## src/rtl/twt_pkg.sv

```systemverilog
// twt_pkg: constants, states and carriers of the two-wire target block
// assumes: one 25 MHz core clock, byte-wide register port
package twt_pkg;

	// register offsets on the plain register port
	localparam logic [7:0] OFF_CTRL_A = 8'h09;
	localparam logic [7:0] OFF_CTRL_B = 8'h0a;
	localparam logic [7:0] OFF_STATUS = 8'h0b;
	localparam logic [7:0] OFF_OWN    = 8'h0c;
	localparam logic [7:0] OFF_DATA   = 8'h0d;
	localparam logic [7:0] OFF_SECOND = 8'h0e;

	// reset values
	localparam logic [7:0] RST_BYTE   = 8'h00;

	// control a fields
	localparam int CA_ENABLE   = 0;
	localparam int CA_PROMISC  = 2;
	localparam int CA_STOP_EN  = 5;

	// control b fields
	localparam int CB_ACK      = 2;
	localparam logic [1:0] CMD_NONE = 2'h0;
	localparam logic [1:0] CMD_COMP = 2'h2;
	localparam logic [1:0] CMD_RESP = 2'h3;

	// status fields
	localparam int ST_DATA     = 7;
	localparam int ST_MATCH    = 6;
	localparam int ST_STRETCH  = 5;
	localparam int ST_RXACK    = 4;
	localparam int ST_CLASH    = 3;
	localparam int ST_FAULT    = 2;
	localparam int ST_DIR      = 1;
	localparam int ST_CAUSE    = 0;

	// bit counting
	localparam logic [3:0] BITS_PER_BYTE = 4'h8;
	localparam logic [3:0] BIT_ZERO      = 4'h0;
	localparam logic [3:0] BIT_ONE       = 4'h1;

	// link state machine
	typedef enum logic [2:0] {
		LS_IDLE,
		LS_ADDR,
		LS_HOLD,
		LS_ACK_OUT,
		LS_RX,
		LS_TX,
		LS_ACK_IN
	} twt_link_e;

	// what follows an acknowledge bit sent by the target
	typedef enum logic [1:0] {
		PA_RX,
		PA_DATA_EVT,
		PA_IDLE
	} twt_post_e;

	// one register port request
	typedef struct packed {
		logic [7:0] addr;
		logic [7:0] wdata;
		logic       wr;
		logic       rd;
	} twt_req_s;

endpackage : twt_pkg

```

## src/rtl/twt_target.sv

```systemverilog
// twt_target: target side of a two-wire serial link with address match,
// status flags and shift data register reached over a plain register port
// assumes: scl/sda are open-drain wires resolved outside; core clock at
// least four times the scl rate; controller enable comes on core clock
//
// Behaviour
// - tx clash set when target leaves sda high for data/nack and sees low
// - while clash is set the target never pulls sda low
// - data done flag still sets at the end of a clashed byte
// - clash on an address nack comes after the trigger has cleared the match flag
// - clash clears by writing one or on any start condition
// - bus fault set on misplaced start, repeated start or stop
// - writing one to bus fault bit clears it
// - bus fault detection needs controller enable and fast core clock
// - direction bit holds r/w bit of last matched address
// - cause bit reads 0 for stop, 1 for address match
// - own address bits 7:1 are the address, bit 0 enables general call
// - match flag sets when received address passes the match logic
// - ten-bit mode matches only the first byte 11110aa
// - data register is the shift register; writes blocked while shifting
// - data register access succeeds only while clock is held
// - data access during clock hold starts the next bus operation
// - dual select zero: second register bits 7:1 mask own address bits
// - dual select one: second register is another target address
// - acknowledge choice applied on data access or execute command
// - clock stretch holds scl low while a data or address match event waits
// - promiscuous match accepts every address
`timescale 1ns/1ns
module twt_target
(
	// clock and reset
	input  wire logic              core_clk,
	input  wire logic              rst_n,
	// register port
	input  wire twt_pkg::twt_req_s req,
	output logic [7:0]             rdata,
	// controller side enable
	input  wire logic              ctrl_a_enable,
	// two-wire pins
	input  wire logic              scl_in,
	output logic                   scl_out,
	output logic                   scl_oe,
	input  wire logic              sda_in,
	output logic                   sda_out,
	output logic                   sda_oe,
	// event lines to the rest of the unit
	output logic                   data_done_flag,
	output logic                   match_or_halt_flag,
	output logic                   scl_stretch_status
);

	// pin synchronisers and history
	logic              scl_meta_ff;
	logic              scl_s_ff;
	logic              scl_prev_ff;
	logic              sda_meta_ff;
	logic              sda_s_ff;
	logic              sda_prev_ff;
	// link state
	twt_pkg::twt_link_e state_ff;
	twt_pkg::twt_link_e nxt_state;
	twt_pkg::twt_post_e post_ff;
	twt_pkg::twt_post_e nxt_post;
	logic [3:0]        bitcnt_ff;
	logic [3:0]        nxt_bitcnt;
	logic [7:0]        shift_ff;
	logic [7:0]        nxt_shift;
	logic              ack_sent_ff;
	logic              nxt_ack_sent;
	logic              sda_oe_ff;
	logic              scl_oe_ff;
	// registers
	logic [7:0]        ctrl_a_ff;
	logic              ack_choice_ff;
	logic [7:0]        own_ff;
	logic [7:0]        second_ff;
	logic [7:0]        rdata_ff;
	// flags
	logic              data_ff;
	logic              match_ff;
	logic              cause_ff;
	logic              clash_ff;
	logic              fault_ff;
	logic              dir_ff;
	logic              rxack_ff;
	// events from the link logic
	logic              set_data;
	logic              set_match;
	logic              set_cause;
	logic              set_clash;
	logic              set_fault;
	logic              set_dir;
	logic              set_rxack;

	// decoded access strobes
	logic scl_rise;
	logic scl_fall;
	logic start_det;
	logic stop_det;
	logic wr_ctrl_b;
	logic wr_status;
	logic holding;
	logic data_acc;
	logic cmd_valid;
	logic trig;
	logic eff_ack;
	logic evt_clr;
	logic mid_byte;
	logic addr_hit;

	// two flops on each pin before any logic looks at it
	always_ff @(posedge core_clk or negedge rst_n)
	begin
		if (!rst_n)
		begin
			scl_meta_ff <= 1'b1;
			scl_s_ff    <= 1'b1;
			scl_prev_ff <= 1'b1;
			sda_meta_ff <= 1'b1;
			sda_s_ff    <= 1'b1;
			sda_prev_ff <= 1'b1;
		end
		else
		begin
			scl_meta_ff <= scl_in;
			scl_s_ff    <= scl_meta_ff;
			scl_prev_ff <= scl_s_ff;
			sda_meta_ff <= sda_in;
			sda_s_ff    <= sda_meta_ff;
			sda_prev_ff <= sda_s_ff;
		end
	end

	// bus conditions; sda moving while scl is high marks start or stop
	assign scl_rise  = scl_s_ff & ~scl_prev_ff;
	assign scl_fall  = ~scl_s_ff & scl_prev_ff;
	assign start_det = scl_s_ff & scl_prev_ff & sda_prev_ff & ~sda_s_ff;
	assign stop_det  = scl_s_ff & scl_prev_ff & ~sda_prev_ff & sda_s_ff;

	// register port decode
	assign wr_ctrl_b = req.wr && (req.addr == twt_pkg::OFF_CTRL_B);
	assign wr_status = req.wr && (req.addr == twt_pkg::OFF_STATUS);
	assign holding   = (state_ff == twt_pkg::LS_HOLD);
	assign data_acc  = (req.wr || req.rd) && (req.addr == twt_pkg::OFF_DATA)
		&& holding;
	assign cmd_valid = wr_ctrl_b
		&& ((req.wdata[1:0] == twt_pkg::CMD_COMP)
		|| (req.wdata[1:0] == twt_pkg::CMD_RESP));
	assign trig      = holding && (data_acc || cmd_valid);
	// a choice written beside the command takes effect at once
	assign eff_ack   = wr_ctrl_b ? req.wdata[twt_pkg::CB_ACK]
		: ack_choice_ff;
	assign evt_clr   = data_acc || cmd_valid;
	// a start or stop after the first clock of a byte breaks the protocol
	assign mid_byte  = (state_ff != twt_pkg::LS_IDLE)
		&& (state_ff != twt_pkg::LS_HOLD) && (bitcnt_ff != 4'h0);

	// address match on the received byte, r/w bit in bit 0
	always_comb
	begin
		logic [6:0] a;
		logic       gcall;
		logic       own_hit;
		logic       sec_hit;
		own_hit = 1'b0;
		sec_hit = 1'b0;
		a       = shift_ff[7:1];
		gcall   = (a == 7'h00) && own_ff[0];
		if (second_ff[0])
		begin
			own_hit = (a == own_ff[7:1]);
			sec_hit = (a == second_ff[7:1]);
		end
		else
		begin
			// masked bits always compare equal
			own_hit = (((a ^ own_ff[7:1]) & ~second_ff[7:1]) == 7'h00);
			sec_hit = 1'b0;
		end
		// ten-bit first byte 11110aa is just another seven-bit pattern
		addr_hit = ctrl_a_ff[twt_pkg::CA_PROMISC] || gcall || own_hit
			|| sec_hit;
	end

	// link state machine: one step per synchronised scl edge or condition
	always_comb
	begin
		nxt_state    = state_ff;
		nxt_post     = post_ff;
		nxt_bitcnt   = bitcnt_ff;
		nxt_shift    = shift_ff;
		nxt_ack_sent = ack_sent_ff;
		set_data     = 1'b0;
		set_match    = 1'b0;
		set_cause    = 1'b0;
		set_clash    = 1'b0;
		set_fault    = 1'b0;
		set_dir      = 1'b0;
		set_rxack    = 1'b0;
		if (!ctrl_a_ff[twt_pkg::CA_ENABLE])
		begin
			nxt_state  = twt_pkg::LS_IDLE;
			nxt_bitcnt = twt_pkg::BIT_ZERO;
		end
		else if (start_det)
		begin
			set_fault  = mid_byte;
			nxt_state  = twt_pkg::LS_ADDR;
			nxt_bitcnt = twt_pkg::BIT_ZERO;
		end
		else if (stop_det)
		begin
			// start then stop with no bit between is also illegal
			set_fault  = mid_byte || ((state_ff == twt_pkg::LS_ADDR)
				&& (bitcnt_ff == twt_pkg::BIT_ZERO));
			set_match  = ctrl_a_ff[twt_pkg::CA_STOP_EN];
			set_cause  = 1'b0;
			nxt_state  = twt_pkg::LS_IDLE;
			nxt_bitcnt = twt_pkg::BIT_ZERO;
		end
		else
		begin
			case (state_ff)
				twt_pkg::LS_IDLE:
				begin
					nxt_bitcnt = twt_pkg::BIT_ZERO;
				end
				twt_pkg::LS_ADDR, twt_pkg::LS_RX:
				begin
					if (scl_rise && !holding)
					begin
						nxt_shift  = {shift_ff[6:0], sda_s_ff};
						nxt_bitcnt = bitcnt_ff + twt_pkg::BIT_ONE;
					end
					else if (scl_fall
						&& (bitcnt_ff == twt_pkg::BITS_PER_BYTE))
					begin
						nxt_bitcnt = twt_pkg::BIT_ZERO;
						if (state_ff == twt_pkg::LS_RX)
						begin
							set_data  = 1'b1;
							nxt_state = twt_pkg::LS_HOLD;
							nxt_post  = twt_pkg::PA_DATA_EVT;
						end
						else if (addr_hit)
						begin
							set_match = 1'b1;
							set_cause = 1'b1;
							set_dir   = 1'b1;
							nxt_state = twt_pkg::LS_HOLD;
							nxt_post  = twt_pkg::PA_RX;
						end
						else
						begin
							nxt_state = twt_pkg::LS_IDLE;
						end
					end
				end
				twt_pkg::LS_TX:
				begin
					if (scl_rise)
					begin
						set_clash  = shift_ff[7] && !sda_s_ff;
						nxt_bitcnt = bitcnt_ff + twt_pkg::BIT_ONE;
					end
					else if (scl_fall && (bitcnt_ff != twt_pkg::BIT_ZERO))
					begin
						if (bitcnt_ff == twt_pkg::BITS_PER_BYTE)
						begin
							nxt_state  = twt_pkg::LS_ACK_IN;
							nxt_bitcnt = twt_pkg::BIT_ZERO;
						end
						else
						begin
							nxt_shift = {shift_ff[6:0], 1'b0};
						end
					end
				end
				twt_pkg::LS_ACK_IN:
				begin
					if (scl_rise)
					begin
						set_rxack  = 1'b1;
						nxt_bitcnt = bitcnt_ff + twt_pkg::BIT_ONE;
					end
					else if (scl_fall && (bitcnt_ff != twt_pkg::BIT_ZERO))
					begin
						set_data   = 1'b1;
						nxt_state  = twt_pkg::LS_HOLD;
						nxt_post   = twt_pkg::PA_DATA_EVT;
						nxt_bitcnt = twt_pkg::BIT_ZERO;
					end
				end
				twt_pkg::LS_ACK_OUT:
				begin
					if (scl_rise)
					begin
						// match flag was cleared by the trigger before an address nack clashes
						set_clash  = ack_sent_ff && !sda_s_ff;
						nxt_bitcnt = bitcnt_ff + twt_pkg::BIT_ONE;
					end
					else if (scl_fall && (bitcnt_ff != twt_pkg::BIT_ZERO))
					begin
						nxt_bitcnt = twt_pkg::BIT_ZERO;
						case (post_ff)
							twt_pkg::PA_RX:
								nxt_state = twt_pkg::LS_RX;
							twt_pkg::PA_DATA_EVT:
							begin
								set_data  = 1'b1;
								nxt_state = twt_pkg::LS_HOLD;
							end
							default:
								nxt_state = twt_pkg::LS_IDLE;
						endcase
					end
				end
				twt_pkg::LS_HOLD:
				begin
					if (req.wr && data_acc)
					begin
						nxt_shift = req.wdata;
					end
					if (trig && wr_ctrl_b
						&& (req.wdata[1:0] == twt_pkg::CMD_COMP))
					begin
						nxt_ack_sent = eff_ack;
						nxt_post     = twt_pkg::PA_IDLE;
						nxt_state    = dir_ff ? twt_pkg::LS_IDLE
							: twt_pkg::LS_ACK_OUT;
					end
					else if (trig)
					begin
						nxt_ack_sent = eff_ack;
						if (dir_ff && (post_ff == twt_pkg::PA_DATA_EVT))
						begin
							nxt_state = twt_pkg::LS_TX;
						end
						else
						begin
							nxt_state = twt_pkg::LS_ACK_OUT;
							if (eff_ack)
								nxt_post = twt_pkg::PA_IDLE;
							else if (dir_ff)
								nxt_post = twt_pkg::PA_DATA_EVT;
							else
								nxt_post = twt_pkg::PA_RX;
						end
					end
				end
				default:
				begin
					nxt_state  = twt_pkg::LS_IDLE;
					nxt_bitcnt = twt_pkg::BIT_ZERO;
				end
			endcase
		end
	end

	// link state registers; shift writes only land while held
	always_ff @(posedge core_clk or negedge rst_n)
	begin
		if (!rst_n)
		begin
			state_ff    <= twt_pkg::LS_IDLE;
			post_ff     <= twt_pkg::PA_IDLE;
			bitcnt_ff   <= twt_pkg::BIT_ZERO;
			shift_ff    <= twt_pkg::RST_BYTE;
			ack_sent_ff <= 1'b0;
		end
		else
		begin
			state_ff    <= nxt_state;
			post_ff     <= nxt_post;
			bitcnt_ff   <= nxt_bitcnt;
			shift_ff    <= nxt_shift;
			ack_sent_ff <= nxt_ack_sent;
		end
	end

	// pin drive; a set clash stops every sda low drive until cleared
	always_ff @(posedge core_clk or negedge rst_n)
	begin
		if (!rst_n)
		begin
			sda_oe_ff <= 1'b0;
			scl_oe_ff <= 1'b0;
		end
		else
		begin
			sda_oe_ff <= !(clash_ff || set_clash)
				&& (((nxt_state == twt_pkg::LS_TX) && !nxt_shift[7])
				|| ((nxt_state == twt_pkg::LS_ACK_OUT)
				&& !nxt_ack_sent));
			scl_oe_ff <= (nxt_state == twt_pkg::LS_HOLD);
		end
	end

	// software registers
	always_ff @(posedge core_clk or negedge rst_n)
	begin
		if (!rst_n)
		begin
			ctrl_a_ff     <= twt_pkg::RST_BYTE;
			ack_choice_ff <= 1'b0;
			own_ff        <= twt_pkg::RST_BYTE;
			second_ff     <= twt_pkg::RST_BYTE;
		end
		else if (req.wr)
		begin
			if (req.addr == twt_pkg::OFF_CTRL_A)
				ctrl_a_ff <= req.wdata;
			if (wr_ctrl_b)
				ack_choice_ff <= req.wdata[twt_pkg::CB_ACK];
			if (req.addr == twt_pkg::OFF_OWN)
				own_ff <= req.wdata;
			if (req.addr == twt_pkg::OFF_SECOND)
				second_ff <= req.wdata;
		end
	end

	// event flags: a hardware set always beats a clear in the same cycle
	always_ff @(posedge core_clk or negedge rst_n)
	begin
		if (!rst_n)
		begin
			data_ff  <= 1'b0;
			match_ff <= 1'b0;
			cause_ff <= 1'b0;
		end
		else
		begin
			data_ff  <= set_data || (data_ff && !evt_clr
				&& !(wr_status && req.wdata[twt_pkg::ST_DATA]));
			match_ff <= set_match || (match_ff && !evt_clr
				&& !(wr_status && req.wdata[twt_pkg::ST_MATCH]));
			if (set_match)
				cause_ff <= set_cause;
		end
	end

	// error flags; fault detection lives on the controller enable
	always_ff @(posedge core_clk or negedge rst_n)
	begin
		if (!rst_n)
		begin
			clash_ff <= 1'b0;
			fault_ff <= 1'b0;
		end
		else
		begin
			clash_ff <= set_clash || (clash_ff && !start_det
				&& !(wr_status && req.wdata[twt_pkg::ST_CLASH]));
			fault_ff <= (set_fault && ctrl_a_enable) || (fault_ff
				&& !(wr_status && req.wdata[twt_pkg::ST_FAULT]));
		end
	end

	// direction and received acknowledge
	always_ff @(posedge core_clk or negedge rst_n)
	begin
		if (!rst_n)
		begin
			dir_ff   <= 1'b0;
			rxack_ff <= 1'b0;
		end
		else
		begin
			if (set_dir)
				dir_ff <= shift_ff[0];
			if (set_rxack)
				rxack_ff <= sda_s_ff;
		end
	end

	// read data, one cycle after the strobe; data reads 0 unless held
	always_ff @(posedge core_clk or negedge rst_n)
	begin
		if (!rst_n)
			rdata_ff <= twt_pkg::RST_BYTE;
		else if (req.rd)
		begin
			case (req.addr)
				twt_pkg::OFF_CTRL_A: rdata_ff <= ctrl_a_ff;
				twt_pkg::OFF_CTRL_B:
					rdata_ff <= {5'h00, ack_choice_ff, 2'h0};
				twt_pkg::OFF_STATUS:
					rdata_ff <= {data_ff, match_ff, scl_oe_ff, rxack_ff,
						clash_ff, fault_ff, dir_ff, cause_ff};
				twt_pkg::OFF_OWN:    rdata_ff <= own_ff;
				twt_pkg::OFF_DATA:
					rdata_ff <= holding ? shift_ff
						: twt_pkg::RST_BYTE;
				twt_pkg::OFF_SECOND: rdata_ff <= second_ff;
				default:             rdata_ff <= twt_pkg::RST_BYTE;
			endcase
		end
		else
			rdata_ff <= twt_pkg::RST_BYTE;
	end

	// outputs
	assign rdata              = rdata_ff;
	assign scl_out            = 1'b0;
	assign scl_oe             = scl_oe_ff;
	assign sda_out            = 1'b0;
	assign sda_oe             = sda_oe_ff;
	assign data_done_flag     = data_ff;
	assign match_or_halt_flag = match_ff;
	assign scl_stretch_status = scl_oe_ff;

endmodule : twt_target

```

## config.mk

```make
export PLATFORM = sky130hd
export DESIGN_NAME = twt_target
export DESIGN_NICKNAME = d
export VERILOG_FILES = /design/src/rtl/twt_pkg.sv /design/src/rtl/twt_target.sv
export SDC_FILE = /design/constraint.sdc
export NUM_CORES = 1
export LEC_CHECK = 0
export CORE_ASPECT_RATIO = 1.1
export CORE_MARGIN = 4
export CORE_UTILIZATION = 25
export DETAILED_ROUTE_END_ITERATION = 16
export DONT_BUFFER_PORTS = 1
export GPL_TIMING_DRIVEN = 0
export PLACE_DENSITY = 0.42
export SETUP_SLACK_MARGIN = 0.1
export SLEW_MARGIN = 20
export SYNTH_ARGS = -nofsm -noshare
export SYNTH_HDL_FRONTEND = slang
export SYNTH_SLANG_ARGS = --single-unit
export TNS_END_PERCENT = 10
```

## constraint.sdc

```tcl
create_clock -name core_clk -period 4.37 [get_ports core_clk]
set_input_delay 0.874 -clock core_clk [delete_from_list [all_inputs] [get_ports core_clk]]
set_output_delay 0.874 -clock core_clk [all_outputs]
set_load 0.01 [all_outputs]
```

==> flow_metrics.py <==
metrics = {
    "synthesis": {
        "async_flop_share_pct": 100.0,
        "synth_commonest_cells": "dfrtp_1 (59), nand2_1 (28), nor2_1 (23)",
        "syn_area_mm2": 0.003795,
        "syn_area_per_cell_um2": 9.960,
        "yosysWarnings": 0,
        "netlist.area_leader.share_pct": 38.91,
        "synth_edf_count": 0,
        "synth.area.top_cells": "dfrtp_1 (39%), mux2_2 (5.9%), dfstp_2 (4.8%)",
        "synth_top_area_cell": "dfrtp_1",
        "synth_flop_cell": "dfrtp_1",
        "yosysSeqAreaShare_pct": 43.75,
        "ys_seq_elements": 66,
        "yosys.cell_types.count": 66,
        "synthCells": 381,
        "yosysMostFrequentCell": "dfrtp_1",
    },
    "cells_and_area": {
        "nFillCells": 1555,
        "multi_input_area_mm2": 0.001987,
        "diodes": 0,
        "drive_above_1_share_pct": 16.88,
        "layout.cells.non_filler": 589,
        "fin_util_pct": 29.46,
        "area_growth_pct": 13.95,
        "ff_latch_area_mm2": 0.001660,
        "fin_nets": 418,
    },
    "drt": {
        "avgViaCountPerCell": 5.243,
        "drc_errors": 0,
        "drtPass1Iterations": 6,
        "drt-wirelength-per-cell_um": 19.95,
        "wl_um": 11750,
        "vias": 3088,
        "drt_iter0_drc": 235,
        "ant_nets": 0,
    },
    "timing": {
        "fin_skew_ns": 0.007226,
        "tightest_slew_ns": 0.7872,
        "fin_crit_sh_pct": 59.94,
        "timing.fmax_ghz": 0.3818,
        "drv_slew": 0,
        "rsz0062_at_grt": "false",
        "setup_violations": 0,
        "timing.final.crit_period_ns": 2.619,
        "fin_tns_setup_ns": 0,
        "fin_ws_ns": 1.751,
        "hold_viol_final": 0,
        "slew_headroom_pct": 47.17,
    },
    "worst_setup_path": {
        "r2r_end": "post_ff[0]",
        "end_kind": "flip-flop",
        "cp.required_ns": 4.60,
        "r2r_start": "shift_ff[1]",
        "cp-startpoint": "req[15]",
        "critical_path_class": "in -> reg",
        "critPathArrivalTime_ns": 2.84,
        "r2r_cells": 8,
        "crit_fanout": 6,
        "reg2reg_setup_slack_ns": 1.76,
        "cp-start-kind": "primary input",
    },
    "floorplanning": {
        "die_area_mm2": 0.01722,
        "start_util_pct": 25.86,
        "io_pins": 38,
        "core_area_mm2": 0.01468,
        "die_y_um": 137.2,
        "row_count": 46,
        "fp.dieW_um": 125.5,
    },
    "clock_tree": {
        "postCtsSetupBuffers": 0,
        "root_buffer": "clkbuf_16",
        "cts_tree": "yes",
        "cts_buffer_depth": 2,
        "cts_buffers": 9,
        "clk_latency_ns": 0.35,
        "htreeDepth": 3,
        "clkTransAtPathRegs_ns": 0.06,
        "ctsResizeCount": 0,
        "postCtsHoldBufs": 0,
        "cts_sinks": 66,
    },
    "placement": {
        "numPlacedInstances": 574,
        "place.gp.congestion": 0.8468,
        "portBuffers": 0,
        "place_ws_ns": 1.342,
        "dp.final_hpwl_um": 8800,
    },
    "status": {
        "outcome": "completed",
    },
    "global_route": {
        "grt_max_degree": 67,
        "grt.overflow.total": 0,
        "antenna_found_initial": 0,
        "grt_first_pass_wirelength_um": 18620,
        "first_global_vias": 3204,
        "grtUsageTotal_pct": 14.08,
    },
    "power_and_ir_drop": {
        "power.leakage_nw": 1.711,
        "power.density_mw_per_mm2": 330.4,
        "vdd_ir_drop_max_v": 0.0001480,
    },
    "hold_path": {
        "hold_path.class": "in -> async",
    },
    "flow_run": {
        "max_cap_violations": 0,
    },
}
[worst max-delay path, cell delays in order]
cell	delay (ns)
nor4_2	0.39
nand4_1	0.32
o21ai_1	0.23
o211ai_2	0.14
or4_4	0.50
nand2_2	0.08
mux2_1	0.31
[kinds of logic after synthesis]
| family | synth area share (%) |
|---|---|
| and+or+nand+nor | 17.67 |
| AOI/OAI and AO/OA | 21.23 |
| DFF | 43.75 |
| buffers and inverters | 3.989 |
| muxes | 8.869 |
| xor gates and xnor gates | 3.462 |
| adders and majority gates | 0.9231 |
| other | 0.09882 |
[worst max path at each step]
stage,to,slack [ns]
after floorplan,post_ff[0],1.59
after global placement,post_ff[0],1.35
after detailed placement,post_ff[0],1.34
after CTS,post_ff[0],1.70
after global routing,sda_oe,1.58
final,post_ff[0],1.75
[state kept, by name, indices dropped and copies added (netlist names), 2 cells and up]
signal / cells
ctrl_a_ff: 8
own_ff: 8
rdata: 8
second_ff: 8
shift_ff: 8
bitcnt_ff: 4
state_ff: 3
post_ff: 2
[cell type report]
cell class / instances / area share [%]
multi-input cells: 283 / 45.95
flip-flops and latches: 66 / 38.40
well taps: 192 / 5.556
clock buffers: 10 / 5.295
plain buffers: 24 / 2.720
clock inverters: 5 / 1.302
inverters: 9 / 0.7812
[placed cells by master, fill, tap and decap left out, types with 5 or more instances in the layout]
master,n
dfrtp_1,59
nand2_1,28
nor2_1,23
a21oi_1,22
mux2_2,20
o21ai_0,15
nand3_1,12
nor3_1,12
clkbuf_1,12
xnor2_1,11
a22oi_1,10
mux2_1,9
inv_1,9
clkbuf_16,9
nor2b_1,8
nor4_1,8
a21boi_0,7
nand2b_1,7
buf_2,7
dfstp_2,7
a22o_1,6
nand4_1,6
a31oi_1,6
a222oi_1,5
o22ai_1,5
[stage by stage]
stage | hold WS, ns | instance area, um2 | total power (W)
3_3_place_gp | 0.3457 | 4039 | 0.0007255
4_1_cts | 0.2115 | 4324 | 0.001448
3_5_place_dp | 0.3468 | 4039 | 0.0007266
5_1_grt | 0.2088 | 4324 | 0.001482
6_report | 0.2181 | 4324 | 0.001429
2_1_floorplan | 0.3452 | 3799 | 0.0007064
[routing by layer]
layer / track usage (%) / wire [um] / up-vias
met4: 6.145 / 292 / 0
met3: 3.606 / 607 / 20
met1: 17.58 / 5128 / 1552
met2: 23.13 / 5719 / 66
li1: - / - / 1450
met5: 0 / 0 / -
[report_power, final]
group	switching (W)	total, W	internal [W]
Sequential	0.0000194	0.000649	0.000630
Clock	0.000276	0.000713	0.000437
Combinational	0.0000358	0.0000666	0.0000308
Power figures use the tool's default switching activity.
